**config.mk**
```make
export PLATFORM = sky130hd
export DESIGN_NAME = ims_sequencer
export DESIGN_NICKNAME = d
export VERILOG_FILES = /design/src/hw/ims_pkg.sv /design/src/hw/ims_sequencer.sv /design/src/hw/ims_rate_counter.sv
export SDC_FILE = /design/constraint.sdc
export NUM_CORES = 1
export LEC_CHECK = 0
export BUFFER_PORTS_ARGS = -buffer_cell sky130_fd_sc_hd__buf_4
export CORE_MARGIN = 2
export CORE_UTILIZATION = 59
export DETAILED_ROUTE_END_ITERATION = 12
export PLACE_DENSITY_LB_ADDON = 0.12
export REMOVE_ABC_BUFFERS = 1
export SYNTH_ARGS = -nofsm -noshare
export SYNTH_HDL_FRONTEND = slang
export SYNTH_SLANG_ARGS = --single-unit
```
**constraint.sdc**
```tcl
create_clock -name clk -period 5.8 [get_ports clk]
set_clock_uncertainty 0.1 [all_clocks]
set_input_delay 1.16 -clock clk [delete_from_list [all_inputs] [get_ports clk]]
set_output_delay 1.16 -clock clk [all_outputs]
set_load 0.01 [all_outputs]
```
**src/hw/ims_pkg.sv**
```systemverilog
// Purpose: Shared constants and types of the I2C master sequencer.
// Assumes: One 100 MHz clock; open-drain pins resolved outside.
// Notes:   Control bit positions follow the second control register layout.
package ims_pkg;

  // Second control register, lower five bits
  localparam int CTRL_LOW_W   = 5;
  localparam int CTRL_START   = 0;
  localparam int CTRL_RESTART = 1;
  localparam int CTRL_STOP    = 2;
  localparam int CTRL_RECEIVE = 3;
  localparam int CTRL_ACKSEQ  = 4;

  // Field widths
  localparam int DATA_W       = 8;
  localparam int RELOAD_W     = 7;
  localparam int RS_RELOAD_W  = 6;
  localparam int BITCNT_W     = 4;

  // Bit positions within a byte frame
  localparam logic [3:0] LAST_DATA_BIT = 4'h7;
  localparam logic [3:0] ACK_BIT       = 4'h8;

  // Clock cycles per rate counter decrement (two decrements per instruction cycle)
  localparam int CLKS_PER_DEC = 2;

  // Reset values
  localparam logic [7:0] DATA_RESET = 8'h00;
  localparam logic [3:0] CNT_RESET  = 4'h0;

  typedef enum logic [1:0] {
    IMS_MODE_TX,
    IMS_MODE_RX,
    IMS_MODE_ACK
  } ims_mode_t;

endpackage

```
**src/hw/ims_sequencer.sv**
```systemverilog
// Purpose: I2C master sequencer: START, repeated START, byte transmit,
//          byte receive and acknowledge, paced by the rate counter.
// Assumes: Software strobes are single-cycle pulses on clk; pins are
//          open-drain, oe high pulls the line low.
// Notes:   STOP, slave mode and data-phase arbitration are not handled.
// How it works
// - Start request with both lines high loads counter; lines still high at timeout pull SDA.
// - SDA falling while SCL high is START; start-detected status is set.
// - After START one more period, then start bit clears, counter stops, SDA held.
// - Lines low at start, or SCL low before SDA falls, flags bus collision.
// - Buffer write during START is dropped and sets write collision.
// - Control writes to the low five bits are ignored until START completes.
// - Restart pulls SCL low, then loads low six reload bits, releases SDA one period.
// - Timeout with SDA high releases SCL; both high a period; then SDA low a period.
// - SDA low sets start-detected; after the next timeout the restart bit clears and interrupt is set.
// - Restart request while another event runs is ignored.
// - SDA low as SCL rises, or SCL falling early, flags bus collision in restart.
// - Buffer writes dropped and control writes blocked during restart.
// - Buffer write in idle sets buffer full and starts the counter.
// - Each bit: data changes in the same cycle SCL is pulled low, SCL low one period, high one period.
// - Eighth falling edge clears buffer full and releases SDA for acknowledge.
// - Ninth falling edge samples SDA into acknowledge status, low means acknowledged.
// - After ninth clock interrupt flag is set and SCL held low until next write.
// - Buffer writes while shifting set write collision, cleared only by software.
// - Receive toggles SCL per period; eighth fall stores byte, sets flags, idles low.
// - Reading the buffer in idle clears buffer full.
// - A byte completing while buffer full sets receive overflow.
// - Acknowledge sequence drives the value bit for one clock, clears enable, idles.
// - A released SCL pauses the counter until SCL is sampled high.
// - Counter counts down from the reload value to zero, twice per instruction cycle.
`timescale 1ns/1ps
module ims_sequencer
  import ims_pkg::*;
#(
  parameter int DIV = CLKS_PER_DEC
) (
  // Clock and reset
  input  wire logic                  clk,
  input  wire logic                  reset,
  // Second control register writes
  input  wire logic                  ctrlWrite,
  input  wire logic [CTRL_LOW_W-1:0] ctrlWriteData,
  input  wire logic                  ackValueBit,
  input  wire logic [RELOAD_W-1:0]   rateReloadField,
  // Data buffer access
  input  wire logic                  bufWrite,
  input  wire logic [DATA_W-1:0]     bufWriteData,
  input  wire logic                  bufRead,
  // Software flag clears
  input  wire logic                  clearWriteCollision,
  input  wire logic                  clearOverflow,
  input  wire logic                  clearBusCollision,
  input  wire logic                  clearPortInterrupt,
  input  wire logic                  clearStartDetected,
  // Status
  output logic                       startRequestBit,
  output logic                       restartRequestBit,
  output logic                       receiveRequestBit,
  output logic                       ackSequenceRequestBit,
  output logic                       ackReceivedStatus,
  output logic                       bufferFullFlag,
  output logic                       writeCollisionFlag,
  output logic                       receiveOverflowFlag,
  output logic                       portInterruptFlag,
  output logic                       busCollisionFlag,
  output logic                       startDetected,
  output logic [DATA_W-1:0]          dataBuffer,
  // Bus pins
  input  wire logic                  sdaIn,
  output logic                       sdaOut,
  output logic                       sdaOe,
  input  wire logic                  sclIn,
  output logic                       sclOut,
  output logic                       sclOe
);

  typedef enum logic [3:0] {
    S_IDLE, S_ST_WAIT, S_ST_HOLD,
    S_RS_SCLLOW, S_RS_SDAHI, S_RS_SCLREL, S_RS_BOTHHI, S_RS_SDALOW,
    S_BIT_LOW, S_BIT_REL, S_BIT_HIGH
  } ims_state_t;

  ////////////////////////////////////////////////////////////////////////////
  // Pin synchronisers
  logic [1:0] sdaSync_reg;
  logic [1:0] sclSync_reg;
  logic       sdaS;
  logic       sclS;

  always_ff @(posedge clk or posedge reset) begin
    if (reset) begin
      sdaSync_reg <= 2'h3;
      sclSync_reg <= 2'h3;
    end else begin
      sdaSync_reg <= {sdaSync_reg[0], sdaIn};
      sclSync_reg <= {sclSync_reg[0], sclIn};
    end
  end

  assign sdaS = sdaSync_reg[1];
  assign sclS = sclSync_reg[1];

  ////////////////////////////////////////////////////////////////////////////
  // Sequencer state
  ims_state_t           state_reg,  state_next;
  ims_mode_t            mode_reg,   mode_next;
  logic [BITCNT_W-1:0]  bitCnt_reg, bitCnt_next;
  logic [DATA_W-1:0]    shift_reg,  shift_next;
  logic [DATA_W-1:0]    buf_reg,    buf_next;
  logic [CTRL_LOW_W-1:0] req_reg,   req_next;
  logic                 sdaLow_reg, sdaLow_next;
  logic                 sclLow_reg, sclLow_next;
  logic                 ack_received_status_reg, ack_received_status_next;
  logic                 bf_reg,     bf_next;
  logic                 write_collision_flag_reg,   write_collision_flag_next;
  logic                 ovf_reg,    ovf_next;
  logic                 pif_reg,    pif_next;
  logic                 bcl_reg,    bcl_next;
  logic                 sdet_reg,   sdet_next;
  logic                 load;
  logic                 loadShort;
  logic                 run;
  logic                 timeout;
  logic                 byteDone;
  logic                 rxDone;
  logic [RELOAD_W-1:0]  reloadSel;

  // Short reload is used only by the restart's first period
  assign reloadSel = loadShort ? {1'b0, rateReloadField[RS_RELOAD_W-1:0]}
                               : rateReloadField;
  // Counter pauses while waiting on pin levels
  assign run = !(state_reg inside {S_IDLE, S_RS_SCLLOW, S_RS_SCLREL, S_BIT_REL});

  ims_rate_counter #(
    .RW  (RELOAD_W),
    .DIV (DIV)
  ) u_rate (
    .clk       (clk),
    .reset     (reset),
    .load      (load),
    .run       (run),
    .reloadVal (reloadSel),
    .timeout   (timeout)
  );

  always_comb begin
    state_next   = state_reg;
    mode_next    = mode_reg;
    bitCnt_next  = bitCnt_reg;
    shift_next   = shift_reg;
    buf_next     = buf_reg;
    req_next     = req_reg;
    sdaLow_next  = sdaLow_reg;
    sclLow_next  = sclLow_reg;
    ack_received_status_next = ack_received_status_reg;
    bf_next      = bf_reg;
    ovf_next     = ovf_reg && !clearOverflow;
    pif_next     = pif_reg && !clearPortInterrupt;
    bcl_next     = bcl_reg && !clearBusCollision;
    sdet_next    = sdet_reg && !clearStartDetected;
    write_collision_flag_next    = write_collision_flag_reg && !clearWriteCollision;
    load         = 1'b0;
    loadShort    = 1'b0;
    byteDone     = 1'b0;
    rxDone       = 1'b0;

    if (bufRead && state_reg == S_IDLE) begin
      bf_next = 1'b0;
    end

    // No queueing: a buffer write outside idle is lost
    if (bufWrite && state_reg != S_IDLE) begin
      write_collision_flag_next = 1'b1;
    end

    unique case (state_reg)
      S_IDLE: begin // Control writes decoded only here
        if (ctrlWrite && ctrlWriteData[CTRL_START]) begin
          if (sdaS && sclS) begin
            req_next[CTRL_START] = 1'b1;
            load                 = 1'b1;
            state_next           = S_ST_WAIT;
          end else begin
            bcl_next = 1'b1;
          end
        end else if (ctrlWrite && ctrlWriteData[CTRL_RESTART]) begin
          req_next[CTRL_RESTART] = 1'b1;
          sclLow_next            = 1'b1;
          state_next             = S_RS_SCLLOW;
        end else if (ctrlWrite && ctrlWriteData[CTRL_RECEIVE]) begin
          req_next[CTRL_RECEIVE] = 1'b1;
          mode_next              = IMS_MODE_RX;
          bitCnt_next            = CNT_RESET;
          sclLow_next            = 1'b1;
          sdaLow_next            = 1'b0;
          load                   = 1'b1;
          state_next             = S_BIT_LOW;
        end else if (ctrlWrite && ctrlWriteData[CTRL_ACKSEQ]) begin
          req_next[CTRL_ACKSEQ] = 1'b1;
          mode_next             = IMS_MODE_ACK;
          sclLow_next           = 1'b1;
          sdaLow_next           = !ackValueBit;
          load                  = 1'b1;
          state_next            = S_BIT_LOW;
        end else if (bufWrite) begin
          buf_next    = bufWriteData;
          shift_next  = bufWriteData;
          bf_next     = 1'b1;
          mode_next   = IMS_MODE_TX;
          bitCnt_next = CNT_RESET;
          sclLow_next = 1'b1;
          sdaLow_next = !bufWriteData[DATA_W-1];
          load        = 1'b1;
          state_next  = S_BIT_LOW;
        end
      end
      S_ST_WAIT: begin
        if (!sclS || (timeout && !sdaS)) begin
          bcl_next             = 1'b1;
          req_next[CTRL_START] = 1'b0;
          state_next           = S_IDLE;
        end else if (timeout) begin
          sdaLow_next = 1'b1;
          sdet_next   = 1'b1;
          load        = 1'b1;
          state_next  = S_ST_HOLD;
        end
      end
      S_ST_HOLD: begin
        if (timeout) begin
          req_next[CTRL_START] = 1'b0;
          pif_next             = 1'b1;
          state_next           = S_IDLE;
        end
      end
      S_RS_SCLLOW: begin
        if (!sclS) begin
          loadShort   = 1'b1;
          load        = 1'b1;
          sdaLow_next = 1'b0;
          state_next  = S_RS_SDAHI;
        end
      end
      S_RS_SDAHI: begin
        if (timeout && sdaS) begin
          sclLow_next = 1'b0;
          state_next  = S_RS_SCLREL;
        end
      end
      S_RS_SCLREL: begin
        if (sclS && !sdaS) begin
          bcl_next               = 1'b1;
          req_next[CTRL_RESTART] = 1'b0;
          state_next             = S_IDLE;
        end else if (sclS) begin
          load       = 1'b1;
          state_next = S_RS_BOTHHI;
        end
      end
      S_RS_BOTHHI: begin
        if (!sclS || !sdaS) begin
          bcl_next               = 1'b1;
          req_next[CTRL_RESTART] = 1'b0;
          state_next             = S_IDLE;
        end else if (timeout) begin
          sdaLow_next = 1'b1;
          sdet_next   = 1'b1;
          state_next  = S_RS_SDALOW;
        end
      end
      S_RS_SDALOW: begin
        if (timeout) begin
          req_next[CTRL_RESTART] = 1'b0;
          pif_next               = 1'b1;
          state_next             = S_IDLE;
        end
      end
      S_BIT_LOW: begin
        if (timeout) begin
          sclLow_next = 1'b0;
          state_next  = S_BIT_REL;
        end
      end
      S_BIT_REL: begin
        if (sclS) begin
          load       = 1'b1;
          state_next = S_BIT_HIGH;
        end
      end
      S_BIT_HIGH: begin
        if (timeout) begin
          sclLow_next = 1'b1;
          state_next  = S_BIT_LOW;
          bitCnt_next = BITCNT_W'(bitCnt_reg + 1'b1);
          unique case (mode_reg)
            IMS_MODE_TX: begin
              if (bitCnt_reg == ACK_BIT) begin
                ack_received_status_next = sdaS;
                pif_next     = 1'b1;
                byteDone     = 1'b1;
                state_next   = S_IDLE;
              end else if (bitCnt_reg == LAST_DATA_BIT) begin
                bf_next     = 1'b0;
                sdaLow_next = 1'b0;
              end else begin
                shift_next  = {shift_reg[DATA_W-2:0], 1'b0};
                sdaLow_next = !shift_reg[DATA_W-2];
              end
            end
            IMS_MODE_RX: begin
              shift_next = {shift_reg[DATA_W-2:0], sdaS};
              if (bitCnt_reg == LAST_DATA_BIT) begin
                buf_next               = {shift_reg[DATA_W-2:0], sdaS};
                bf_next                = 1'b1;
                ovf_next               = ovf_next || bf_reg;
                pif_next               = 1'b1;
                req_next[CTRL_RECEIVE] = 1'b0;
                rxDone                 = 1'b1;
                state_next             = S_IDLE;
              end
            end
            IMS_MODE_ACK: begin
              req_next[CTRL_ACKSEQ] = 1'b0;
              pif_next              = 1'b1;
              state_next            = S_IDLE;
            end
            default: begin
              state_next = S_IDLE;
            end
          endcase
        end
      end
      default: begin
        state_next = S_IDLE;
      end
    endcase

    // Bus collision frees both lines when the flag was clear
    if (bcl_next && !bcl_reg) begin
      sdaLow_next = 1'b0;
      sclLow_next = 1'b0;
    end
  end

  always_ff @(posedge clk or posedge reset) begin
    if (reset) begin
      state_reg   <= S_IDLE;
      mode_reg    <= IMS_MODE_TX;
      bitCnt_reg  <= CNT_RESET;
      shift_reg   <= DATA_RESET;
      buf_reg     <= DATA_RESET;
      req_reg     <= '0;
      sdaLow_reg  <= 1'b0;
      sclLow_reg  <= 1'b0;
      ack_received_status_reg <= 1'b0;
      bf_reg      <= 1'b0;
      write_collision_flag_reg    <= 1'b0;
      ovf_reg     <= 1'b0;
      pif_reg     <= 1'b0;
      bcl_reg     <= 1'b0;
      sdet_reg    <= 1'b0;
    end else begin
      state_reg   <= state_next;
      mode_reg    <= mode_next;
      bitCnt_reg  <= bitCnt_next;
      shift_reg   <= shift_next;
      buf_reg     <= buf_next;
      req_reg     <= req_next;
      sdaLow_reg  <= sdaLow_next;
      sclLow_reg  <= sclLow_next;
      ack_received_status_reg <= ack_received_status_next;
      bf_reg      <= bf_next;
      write_collision_flag_reg    <= write_collision_flag_next;
      ovf_reg     <= ovf_next;
      pif_reg     <= pif_next;
      bcl_reg     <= bcl_next;
      sdet_reg    <= sdet_next;
    end
  end

  // Open-drain: the output level is always low, only the enable moves
  assign sdaOut                = 1'b0;
  assign sclOut                = 1'b0;
  assign sdaOe                 = sdaLow_reg;
  assign sclOe                 = sclLow_reg;
  assign startRequestBit       = req_reg[CTRL_START];
  assign restartRequestBit     = req_reg[CTRL_RESTART];
  assign receiveRequestBit     = req_reg[CTRL_RECEIVE];
  assign ackSequenceRequestBit = req_reg[CTRL_ACKSEQ];
  assign ackReceivedStatus     = ack_received_status_reg;
  assign bufferFullFlag        = bf_reg;
  assign writeCollisionFlag    = write_collision_flag_reg;
  assign receiveOverflowFlag   = ovf_reg;
  assign portInterruptFlag     = pif_reg;
  assign busCollisionFlag      = bcl_reg;
  assign startDetected         = sdet_reg;
  assign dataBuffer            = buf_reg;

  ////////////////////////////////////////////////////////////////////////////
  // Assertions
  AST_START_ABORT: assert property (@(posedge clk) disable iff (reset)
    state_reg == S_IDLE && ctrlWrite && ctrlWriteData[CTRL_START] && !(sdaS && sclS)
    |=> busCollisionFlag && !startRequestBit && state_reg == S_IDLE)
    else $error("start on busy lines not aborted");

  AST_START_DET: assert property (@(posedge clk) disable iff (reset)
    state_reg == S_ST_WAIT && state_next == S_ST_HOLD |=> sdaOe && !sclOe && startDetected)
    else $error("start condition not flagged");

  AST_START_DONE: assert property (@(posedge clk) disable iff (reset)
    state_reg == S_ST_HOLD && timeout |=> !startRequestBit && sdaOe && state_reg == S_IDLE)
    else $error("start did not complete cleanly");

  AST_WRITE_COLLISION_FLAG_BUSY: assert property (@(posedge clk) disable iff (reset)
    bufWrite && state_reg != S_IDLE
    |=> writeCollisionFlag && ($stable(dataBuffer) || $past(rxDone)))
    else $error("buffer write during activity not refused");

  AST_CTRL_BLOCK: assert property (@(posedge clk) disable iff (reset)
    ctrlWrite && state_reg inside {S_ST_WAIT, S_ST_HOLD, S_RS_SDAHI}
    |=> !$rose(receiveRequestBit) && !$rose(ackSequenceRequestBit))
    else $error("control write queued during start");

  AST_RS_SCL: assert property (@(posedge clk) disable iff (reset)
    state_reg == S_IDLE && ctrlWrite && ctrlWriteData[CTRL_RESTART] && !ctrlWriteData[CTRL_START]
    |=> sclOe && restartRequestBit)
    else $error("restart did not pull SCL low");

  AST_TX_START: assert property (@(posedge clk) disable iff (reset)
    state_reg == S_IDLE && bufWrite && !ctrlWrite
    |=> bufferFullFlag && sclOe && dataBuffer == $past(bufWriteData))
    else $error("buffer write did not start transmission");

  AST_ACK_STAT: assert property (@(posedge clk) disable iff (reset)
    byteDone |=> ackReceivedStatus == $past(sdaS) && portInterruptFlag && sclOe)
    else $error("acknowledge status not captured");

  AST_RD_BF: assert property (@(posedge clk) disable iff (reset)
    bufRead && !bufWrite && state_reg == S_IDLE |=> !bufferFullFlag)
    else $error("read did not clear buffer full");

  AST_OVF: assert property (@(posedge clk) disable iff (reset)
    rxDone && bufferFullFlag |=> receiveOverflowFlag && bufferFullFlag)
    else $error("overflow not flagged");

  AST_ARB_WAIT: assert property (@(posedge clk) disable iff (reset)
    state_reg == S_BIT_REL && !sclS |=> state_reg == S_BIT_REL && !sclOe)
    else $error("counter ran while SCL held low");

endmodule // ims_sequencer

```
**src/hw/ims_rate_counter.sv**
```systemverilog
// Purpose: Reload-and-count-down rate counter pacing every bus phase except the waits on pin levels.
// Assumes: load and run come from the sequencer on the same clock.
// Notes:   Auto-reloads at each timeout; holds its count while run is low.
`timescale 1ns/1ps
module ims_rate_counter
  import ims_pkg::*;
#(
  parameter int RW  = RELOAD_W,
  parameter int DIV = CLKS_PER_DEC
) (
  // Clock and reset
  input  wire logic          clk,
  input  wire logic          reset,
  // Control
  input  wire logic          load,
  input  wire logic          run,
  input  wire logic [RW-1:0] reloadVal,
  // Event
  output logic               timeout
);

  generate
    if (DIV < 1 || DIV > 256 || RW < 1) begin : g_bad
      $error("ims_rate_counter: DIV must be 1 to 256 and RW at least one");
    end
  endgenerate

  logic [RW-1:0] count_reg;
  logic [RW-1:0] count_next;
  logic [7:0]    div_reg;
  logic [7:0]    div_next;
  logic          tick;

  assign tick    = (div_reg == 8'(DIV - 1));
  assign timeout = run && tick && (count_reg == '0);

  always_comb begin
    count_next = count_reg;
    div_next   = div_reg;
    if (load) begin
      count_next = reloadVal;
      div_next   = 8'h00;
    end else if (run) begin
      div_next = tick ? 8'h00 : 8'(div_reg + 8'h01);
      if (tick) begin
        count_next = (count_reg == '0) ? reloadVal : RW'(count_reg - 1'b1);
      end
    end
  end

  always_ff @(posedge clk or posedge reset) begin
    if (reset) begin
      count_reg <= '0;
      div_reg   <= 8'h00;
    end else begin
      count_reg <= count_next;
      div_reg   <= div_next;
    end
  end

endmodule // ims_rate_counter

```
After elaboration in Yosys (flattened, before gate mapping):

Cells that the tools add are included.
Widths: inputs -> output; s select.

* add/sub/neg operators: 3
* eq/ne operators: 62
* muxes and demuxes: 144
* bitwise operators: 2
* reduce and logical (&&, ||, !) cells: 59

Operator list (count)
* $mux 4: 26
* $mux 8: 11
* $mux 1: 75
* $mux 7: 8
* $pmux 4 s10: 1
* $ne 2x2->1 const B: 17
* $ne 3x3->1 const B: 11
* $pmux 7 s2: 2
* $ne 3x2->1 const B: 7
* $eq 4x3->1 const B: 5
* $reduce_and 10->1: 2
* $logic_and 1x1->1: 18
* $reduce_and 6->1: 3
* $eq 4x4->1 const B: 4
* $ne 2x1->1 const B: 8
* $pmux 4 s2: 2
* $pmux 8 s2: 1
* $reduce_and 7->1: 2
* $logic_not 1->1: 12
* $mux 2: 6
* $ne 6x2->1 const B: 2
* $pmux 1 s4: 3
* $reduce_bool 4->1: 3
* $reduce_and 11->1: 1
* other kinds (28): 40

* bits in registers: 57
* output and inout port bits: 23

Logic depth before layout (Yosys ltp):

Gate-level depths: netlist of run 1.

* depth in word-level cells: 12
* depth in mapped cells: 9

By module:

Synthesis of run 1 repeated with hierarchy kept, for this count alone.

* cell total of the unflattened synthesis: 409
* area total of the unflattened synthesis: 3748.6 µm²

By module, submodules not included
* ims_sequencer: times used 1, cells each 301, area each 2756.4 µm², seq. area each 1056.0 µm²
* ims_rate_counter: times used 1, cells each 108, area each 992.2 µm², seq. area each 375.4 µm²

Worst setup path before layout of run 1:

No wires, ideal clock.

* path kind: input to register
* start: input ctrlWrite
* end: register u_rate.count_reg[3]
* library setup time: 0.121 ns
* data arrival time: 2.728 ns
* setup slack: 2.851 ns
* cell stages on the path: 8
* buffers on the path: 2
* path through: clkbuf_1 > o21ai_1 > a211oi_4 > nor3_2 > and2_4 > buf_6 > mux2_4 > a22o_1

* longest elaborated chain between the ends: 8

Ends and longest elaborated chain
* from (decl): RTL line ims_sequencer.sv:41 `input wire logic ctrlWrite,`
* $logic_and 1x1->1: RTL line ims_sequencer.sv:198 `end else if (ctrlWrite && ctrlWriteData[CTRL_ACKSEQ]) begin`
* $mux 1: RTL line ims_sequencer.sv:198
* $mux 1: RTL line ims_sequencer.sv:190 `end else if (ctrlWrite && ctrlWriteData[CTRL_RECEIVE]) begin`
* $mux 1: RTL line ims_sequencer.sv:186 `end else if (ctrlWrite && ctrlWriteData[CTRL_RESTART]) begin`
* $mux 1 (*): RTL line ims_sequencer.sv:178 `if (ctrlWrite && ctrlWriteData[CTRL_START]) begin`
* $pmux 1 s5 (*): RTL line ims_sequencer.sv:176 `unique case (state_reg)`
* $ne 2x2->1 (no line) / $reduce_bool 2->1 (equally long branches)
* $reduce_and 2->1 (no line)
* to (signal assigned): RTL line ims_rate_counter.sv:56 `count_reg <= count_next;`
* to (decl): RTL line ims_rate_counter.sv:28 `logic [RW-1:0] count_reg;`

Every way passes the cells marked *; elsewhere a longest branch is shown, timed or not.
A chain may end at the register's enable or synchronous reset.

Worst setup path after layout of run 1:

* start: register state_reg[3]
* end: register buf_reg[3], in the netlist dataBuffer[3]

* longest elaborated chain between the ends: 7

Ends and longest elaborated chain
* from (decl): RTL line ims_sequencer.sv:105 `ims_state_t state_reg, state_next;`
* from (signal assigned): RTL line ims_sequencer.sv:363 `state_reg <= state_next;`
* $eq 4x2->1, or another cell as far along: RTL line ims_sequencer.sv:132 `assign run = !(state_reg inside {S_IDLE, S_RS_SCLLOW, S_RS_SCLREL, S_BIT_REL});`
* $reduce_bool 4->1: RTL line ims_sequencer.sv:132
* $logic_not 1->1: RTL line ims_sequencer.sv:132
* $logic_and 1x1->1 (2 in series): RTL line ims_rate_counter.sv:35 `assign timeout = run && tick && (count_reg == '0);`
* $ne 2x2->1 (no line)
* $reduce_and 9->1 (no line)
* to (signal assigned): RTL line ims_sequencer.sv:367 `buf_reg <= buf_next;`
* to (decl): RTL line ims_sequencer.sv:109 `logic [DATA_W-1:0] buf_reg, buf_next;`

Parallel ways exist; a longest one is shown, timed or not.

==> results of run 1 <==
-- layout make-up --
cell class                      count  area [um^2]  area share [%]
Multi-Input combinational cell    295         1920            46.2
Clock buffer                       11          151            3.65
Tap cell                           75         93.8            2.26
Sequential cell                    57         1430            34.5
Timing Repair Buffer               54          405            9.76
Inverter                           20         75.1            1.81
Clock inverter                      5         77.6            1.87
-- layer usage --
| layer | share of wire, % | GRT usage (%) | vias up |
|---|---|---|---|
| met1 | 44 | 33.5 | 1476 |
| met2 | 47 | 43.0 | 121 |
| met4 | 2.5 | 12.0 | 0 |
| li1 | - | - | 1502 |
| met3 | 5.8 | 6.48 | 20 |
| met5 | 0 | 0 | - |
-- power groups by stage --
stage | clock network, mW | registers, mW | logic, mW
final | 0.432 | 0.722 | 0.908
after global routing | 0.455 | 0.746 | 1.01
after CTS | 0.440 | 0.718 | 0.909
after detailed placement | 0 | 0.723 | 0.901
after global placement | 0 | 0.715 | 0.881
after floorplan | 0 | 0.714 | 0.629
-- worst paths after layout --
kind	slack [ns]	endpoint	cells after the start
hold reg to reg	0.26	sclSync_reg[1]	0
max in group asynchronous	4.21	u_rate.div_reg[2]	3
min in group asynchronous	0.92	u_rate.div_reg[0]	3
setup reg to reg	2.21	dataBuffer[3]	6
setup / recovery	2.21	dataBuffer[3]	6
hold / removal	0.26	sclSync_reg[1]	0
-- critical path, stage by stage, from the launching register on --
cell	delay, ns
sky130_fd_sc_hd__dfrtp_1	0.98
sky130_fd_sc_hd__nand4bb_1	0.72
sky130_fd_sc_hd__nor2_1	0.36
sky130_fd_sc_hd__nand4_1	0.24
sky130_fd_sc_hd__nor2_1	0.26
sky130_fd_sc_hd__o21a_1	0.42
sky130_fd_sc_hd__mux2_1	0.37
-- Yosys cell counts, drive strengths merged (4+ instances only) --
library cell / count / area (um^2)
a211oi: 8 / 77.6
a21o: 4 / 31.3
a21oi: 16 / 80.1
a22oi: 5 / 37.5
a31oi: 5 / 31.3
and3: 4 / 25.0
buf: 9 / 67.6
clkbuf: 17 / 63.8
dfrtp: 53 / 1330
dfstp: 4 / 105
ha: 5 / 62.6
inv: 20 / 75.1
mux2: 20 / 233
nand2: 53 / 201
nand2b: 11 / 68.8
nand3: 12 / 60.1
nand3b: 4 / 30.0
nand4: 5 / 31.3
nor2: 28 / 105
nor2b: 5 / 31.3
nor3: 8 / 50.1
nor3b: 4 / 30.0
nor4: 4 / 55.1
nor4b: 4 / 35.0
o21a: 6 / 45.0
o21ai: 28 / 140
o22a: 4 / 35.0
o22ai: 6 / 37.5
o31ai: 4 / 30.0
xor2: 5 / 43.8
-- metrics by stage --
step	instance area [um^2]	setup WS, ns	hold slack, ns
2_1_floorplan	3420	3.06	0.245
3_3_place_gp	3920	2.36	0.246
3_5_place_dp	3920	2.28	0.249
4_1_cts	4150	2.24	0.258
5_1_grt	4150	1.98	0.262
6_report	4150	2.21	0.257
-- cell families (layout without fill, tap and decap cells) --
kind of cell               Yosys count  in the layout  share of synthesized area (%)
and+or+nand+nor                    158            158                           24.3
AOI/OAI and AO/OA                  100            100                           18.6
DFF                                 57             57                           40.3
buffers and inverters               46             90                           5.81
muxes                               22             22                           7.12
xor gates and xnor gates             8              8                           1.97
adders and majority gates            5              5                           1.76
other                                1              2                          0.106
==> flow_metrics.env, run 1 <==
export IMPL_outcome="complete, no violations"
export IMPL_fill_cells=466
export IMPL_final_period_minus_worst_setup_slack_ns=3.59
export IMPL_number_of_hold_violations_in_the_final_report=0
export IMPL_cellInternalPower_mw=1.22
export IMPL_floorplan_core_area_mm2=0.00589
export IMPL_sequential_power_share_pct=35.0
export IMPL_post_layout_nonfiller_instances=517
export IMPL_drt_first_iter_violations=232
export IMPL_worstPathArrival_ns=3.71
export IMPL_mappedNetlistArea_mm2=0.00355
export IMPL_antenna_cells=0
export IMPL_insertion_delay_ns=0.35
export IMPL_clk_pin_slew_worst_paths_ns=0.07
export IMPL_detailroute_via_count=3119
export IMPL_postSynthRegisterBits=57
export IMPL_cellPowerDensity_mw_per_mm2=497
export IMPL_totalNegativeSetupSlack_ns=0
export IMPL_tritoncts_clock_tree="yes"
export IMPL_final_max_slew_viol_count=0
export IMPL_areaGrowthSynthToFinish_pct=16.9
export IMPL_clock_sinks=57
export IMPL_postSynthAreaPerCell_um2=8.94
export IMPL_cp_launch_point="state_reg[3]"
export IMPL_clock_tree_buffer_depth=2
export IMPL_combinationalPowerShare_pct=44.0
export IMPL_route_antenna_remaining_nets=0
export IMPL_timing_max_slew_rel_slack_pct=34.8
export IMPL_timing_final_crit_share_pct=61.9
export IMPL_number_of_buffers_added_on_ports=52
export IMPL_grt_overflow_total=0
export IMPL_dominantRegCellSynth="sky130_fd_sc_hd__dfrtp_1"
export IMPL_synthArstFlopShare_pct=100
export IMPL_crit_reg2reg_launch="state_reg[3]"
export IMPL_wl_per_cell_um=16.0
export IMPL_layout_drive_gt1_share_pct=20.6
export IMPL_swShare_pct=40.7
export IMPL_drc=0
export IMPL_hpwlAfterDp_um=5660
export IMPL_first_global_vias=2880
export IMPL_startpoint_type="flip-flop"
export IMPL_die_w_um=81.6
export IMPL_achievable_frequency_mhz=278
export IMPL_post_cts_hold_buffers=0
export IMPL_die_ar_mm2=0.00666
export IMPL_ys_warn_count=0
export IMPL_finalWirelength_um=8250
export IMPL_die_height_um=81.6
export IMPL_pin_count_of_the_biggest_net_entering_global_routing=58
export IMPL_crit_fanout=32
export IMPL_post_synth_num_cell_types=64
export IMPL_ys_seq_area_share_pct=40.3
export IMPL_worstMarginPinSlew_ns=0.979
export IMPL_boundaryPins=56
export IMPL_finalWeightedCongestion=0.926
export IMPL_grt_usage_pct=26.5
export IMPL_min_delay_start="sclSync_reg[0]"
export IMPL_p_leak_nw=1.86
export IMPL_final_core_utilization_pct=70.5
export IMPL_count_of_flip_flops_with_a_built_in_enable_after_synthesis=0
export IMPL_ctsRootBufferMaster="sky130_fd_sc_hd__clkbuf_8"
export IMPL_finalPower_mw=2.06
export IMPL_timing_critical_path_required_ns=5.92
export IMPL_net_switching_power_mw=0.839
export IMPL_drv_max_cap_violation_count=0
export IMPL_antenna_violations_before_repair=0
export IMPL_router_iterations_before_antenna_repair=5
export IMPL_grt_first_pass_wirelength_um=13300
export IMPL_cts_made_buffers=9
export IMPL_crit_type="flip-flop to flip-flop"
export IMPL_post_cts_resized_instances=0
export IMPL_setup_viol=0
export IMPL_cts_htree_levels=3
export IMPL_mostFrequentLayoutCells="sky130_fd_sc_hd__buf_4 (54), sky130_fd_sc_hd__dfrtp_1 (53), sky130_fd_sc_hd__nand2_1 (52)"
export IMPL_design_final_nets=475
export IMPL_postSynthCellCount=397
export IMPL_layout_cells_most_common="sky130_fd_sc_hd__buf_4"
export IMPL_post_cts_setup_buffers=0
export IMPL_timing_hold_worst_class="flip-flop to flip-flop"
export IMPL_vdd_drop_max_mv=0.264
export IMPL_viasPerCell=6.03
export IMPL_dpl_cell_count=501
export IMPL_share_clk_of_total_power_pct=20.9
export IMPL_num_rows=28
export IMPL_crit_path_end_kind="flip-flop"
export IMPL_start_util_pct=60.3
export IMPL_grt_setup_unrepaired="no"
(Power assumes the default switching activity.)
==> inputs of run 2 (changes only) <==
--- a/config.mk
+++ b/config.mk
@@ -7,7 +7,7 @@
 export LEC_CHECK = 0
 export BUFFER_PORTS_ARGS = -buffer_cell sky130_fd_sc_hd__buf_4
 export CORE_MARGIN = 2
-export CORE_UTILIZATION = 59
+export CORE_UTILIZATION = 57
 export DETAILED_ROUTE_END_ITERATION = 12
 export PLACE_DENSITY_LB_ADDON = 0.12
 export REMOVE_ABC_BUFFERS = 1
==> constraint.sdc (replaced) <==
create_clock -name clk -period 3.4 [get_ports clk]
set_clock_uncertainty 0.1 [all_clocks]
set_input_delay 0.68 -clock clk [delete_from_list [all_inputs] [get_ports clk]]
set_output_delay 0.68 -clock clk [all_outputs]
set_load 0.01 [all_outputs]
==> run 2 against run 1 <==
  * Flip-flop and latch count stayed put
  * Cell count rose by 1.9%
  * Setup slack got worse by 1.8 ns
  * Routed wire length increased by 2.4%
  * Sequential power increased by 63%
  * Power is 74% higher
  * Utilization is 0.28 points higher
  * First-iteration DRC count decreased by 4.7%
==> flow_metrics.env, run 2 (same netlist as run 1, synthesis figures left out) <==
export IMPL_outcome="complete, no violations"
export IMPL_hold_path_depth=0
export IMPL_final_period_minus_worst_setup_slack_ns=3.01
export IMPL_r2r_slack_ns=0.39
export IMPL_grt_usage_pct=26.4
export IMPL_min_delay_start="sdaSync_reg[0]"
export IMPL_critical_path_n_buffers_inverters=1
export IMPL_final_max_slew_viol_count=0
export IMPL_cts_htree_levels=3
export IMPL_crit_reg2reg_launch="u_rate.count_reg[0]"
export IMPL_boundaryPins=56
export IMPL_post_cts_resized_instances=0
export IMPL_multi_input_area_mm2=0.00192
export IMPL_number_of_buffers_added_on_ports=52
export IMPL_clk_pin_slew_worst_paths_ns=0.06
export IMPL_route_antenna_remaining_nets=0
export IMPL_dpl_cell_count=511
export IMPL_crit_fanout=9
export IMPL_p_leak_nw=1.91
export IMPL_design_final_nets=485
export IMPL_pin_count_of_the_biggest_net_entering_global_routing=58
export IMPL_first_global_vias=3068
export IMPL_final_core_utilization_pct=70.8
export IMPL_seqCellArea_mm2=0.00143
export IMPL_floorplan_core_area_mm2=0.00596
export IMPL_grt_overflow_total=0
export IMPL_capture_point_of_the_worst_reg_to_reg_path="dataBuffer[0]"
export IMPL_number_of_hold_violations_in_the_final_report=0
export IMPL_cts_made_buffers=9
export IMPL_crit_path_end_kind="flip-flop"
export IMPL_placed_area_mm2=0.00400
export IMPL_viasPerCell=5.87
export IMPL_critPathMaxStageDelay_ns=0.53
export IMPL_post_layout_nonfiller_instances=527
export IMPL_layout_cells_most_common="sky130_fd_sc_hd__buf_4"
export IMPL_grt_setup_unrepaired="no"
export IMPL_timing_hold_worst_class="flip-flop to flip-flop"
export IMPL_finalPower_mw=3.59
export IMPL_timing_final_crit_share_pct=88.6
export IMPL_post_cts_hold_buffers=0
export IMPL_critical_path_slowest_cell="sky130_fd_sc_hd__or3b_2"
export IMPL_cellPowerDensity_mw_per_mm2=851
export IMPL_start_util_pct=59.6
export IMPL_grt_first_pass_wirelength_um=14900
export IMPL_insertion_delay_ns=0.34
export IMPL_reg2reg_depth=8
export IMPL_ctsRootBufferMaster="sky130_fd_sc_hd__clkbuf_8"
export IMPL_post_cts_setup_buffers=0
export IMPL_drc=0
export IMPL_router_iterations_before_antenna_repair=4
export IMPL_tritoncts_clock_tree="yes"
export IMPL_worstPathCellList="inv_1 -> ha_1 -> or3b_2 -> nor4_4 -> nand4_1 -> nor2_1 -> o21a_1 -> mux2_1"
export IMPL_finalWeightedCongestion=0.917
export IMPL_drv_max_cap_violation_count=0
export IMPL_die_ar_mm2=0.00688
export IMPL_crit_type="flip-flop to flip-flop"
export IMPL_die_height_um=82.9
export IMPL_drt_first_iter_violations=221
export IMPL_setup_viol=0
export IMPL_startpoint_type="flip-flop"
export IMPL_cp_top_family="simple AND/OR/NAND/NOR gates"
export IMPL_antenna_violations_before_repair=0
export IMPL_antenna_cells=0
export IMPL_vdd_drop_max_mv=0.535
export IMPL_worstMarginPinSlew_ns=0.765
export IMPL_hold_ws_ns=0.255
export IMPL_hpwlAfterDp_um=5890
export IMPL_timing_max_slew_rel_slack_pct=48.6
export IMPL_preCtsSetupSlack_ns=0.381
export IMPL_min_delay_worst_endpoint="sdaSync_reg[1]"
export IMPL_finalWirelength_um=8450
export IMPL_wl_per_cell_um=16.0
export IMPL_worstPathArrival_ns=3.13
export IMPL_timing_critical_path_required_ns=3.51
export IMPL_areaGrowthSynthToFinish_pct=18.8
export IMPL_fill_cells=472
export IMPL_design_area_mm2=0.00422
export IMPL_die_w_um=82.9
export IMPL_layout_drive_gt1_share_pct=22.1
export IMPL_achievable_frequency_mhz=332
export IMPL_totalNegativeSetupSlack_ns=0
export IMPL_detailroute_via_count=3091
export IMPL_num_rows=28
export IMPL_finalWorstSetupSlack_ns=0.386
export IMPL_mostFrequentLayoutCells="sky130_fd_sc_hd__buf_4 (64), sky130_fd_sc_hd__dfrtp_1 (53), sky130_fd_sc_hd__nand2_1 (52)"
export IMPL_clock_tree_buffer_depth=2
export IMPL_clock_sinks=57
-- run 2: cell types whose count changed in the layout (fill, tap and decap cells not counted) --
cell	change
sky130_fd_sc_hd__buf_4	+10
sky130_fd_sc_hd__clkbuf_8	-1
sky130_fd_sc_hd__clkinv_4	+1
sky130_fd_sc_hd__clkbuf_1	+1
sky130_fd_sc_hd__clkinvlp_4	-1
-- run 2: layer usage --
layer  global-route usage (%)  up-vias  routed length, um
met2                     41.0       99               3940
met4                     11.3        0                208
met3                     5.96       19                491
met5                        0        -                  0
li1                         -     1521                  -
met1                     35.7     1452               3810
-- run 2: worst max path at each step --
stage                        startpoint       endpoint  slack [ns]  cells after the start
floorplan                  state_reg[3]  dataBuffer[0]        0.66                      6
global placement    u_rate.count_reg[0]  dataBuffer[0]        0.46                      8
detailed placement  u_rate.count_reg[0]  dataBuffer[5]        0.38                      8
CTS                 u_rate.count_reg[0]  dataBuffer[0]        0.35                      8
global route        u_rate.count_reg[0]  dataBuffer[0]        0.18                      8
finish              u_rate.count_reg[0]  dataBuffer[0]        0.39                      8
-- run 2: worst register-to-register path, cell delays in order (launching register included) --
cell	delay [ns]
sky130_fd_sc_hd__dfrtp_1	0.36
sky130_fd_sc_hd__inv_1	0.10
sky130_fd_sc_hd__ha_1	0.20
sky130_fd_sc_hd__or3b_2	0.53
sky130_fd_sc_hd__nor4_4	0.36
sky130_fd_sc_hd__nand4_1	0.26
sky130_fd_sc_hd__nor2_1	0.21
sky130_fd_sc_hd__o21a_1	0.40
sky130_fd_sc_hd__mux2_1	0.38
-- run 2: area by class of cell --
cell class              count  area share, %
multi-input cells         295           45.4
flip-flops and latches     57           33.9
repair buffers             64           11.4
clock buffers              11           3.35
well taps                  75           2.22
clock inverters             5           1.87
inverters                  20           1.78
-- run 2: report_power, final --
part | switching, mW | internal (mW)
clock network | 0.283 | 0.432
registers | 0.253 | 0.923
logic | 0.915 | 0.785
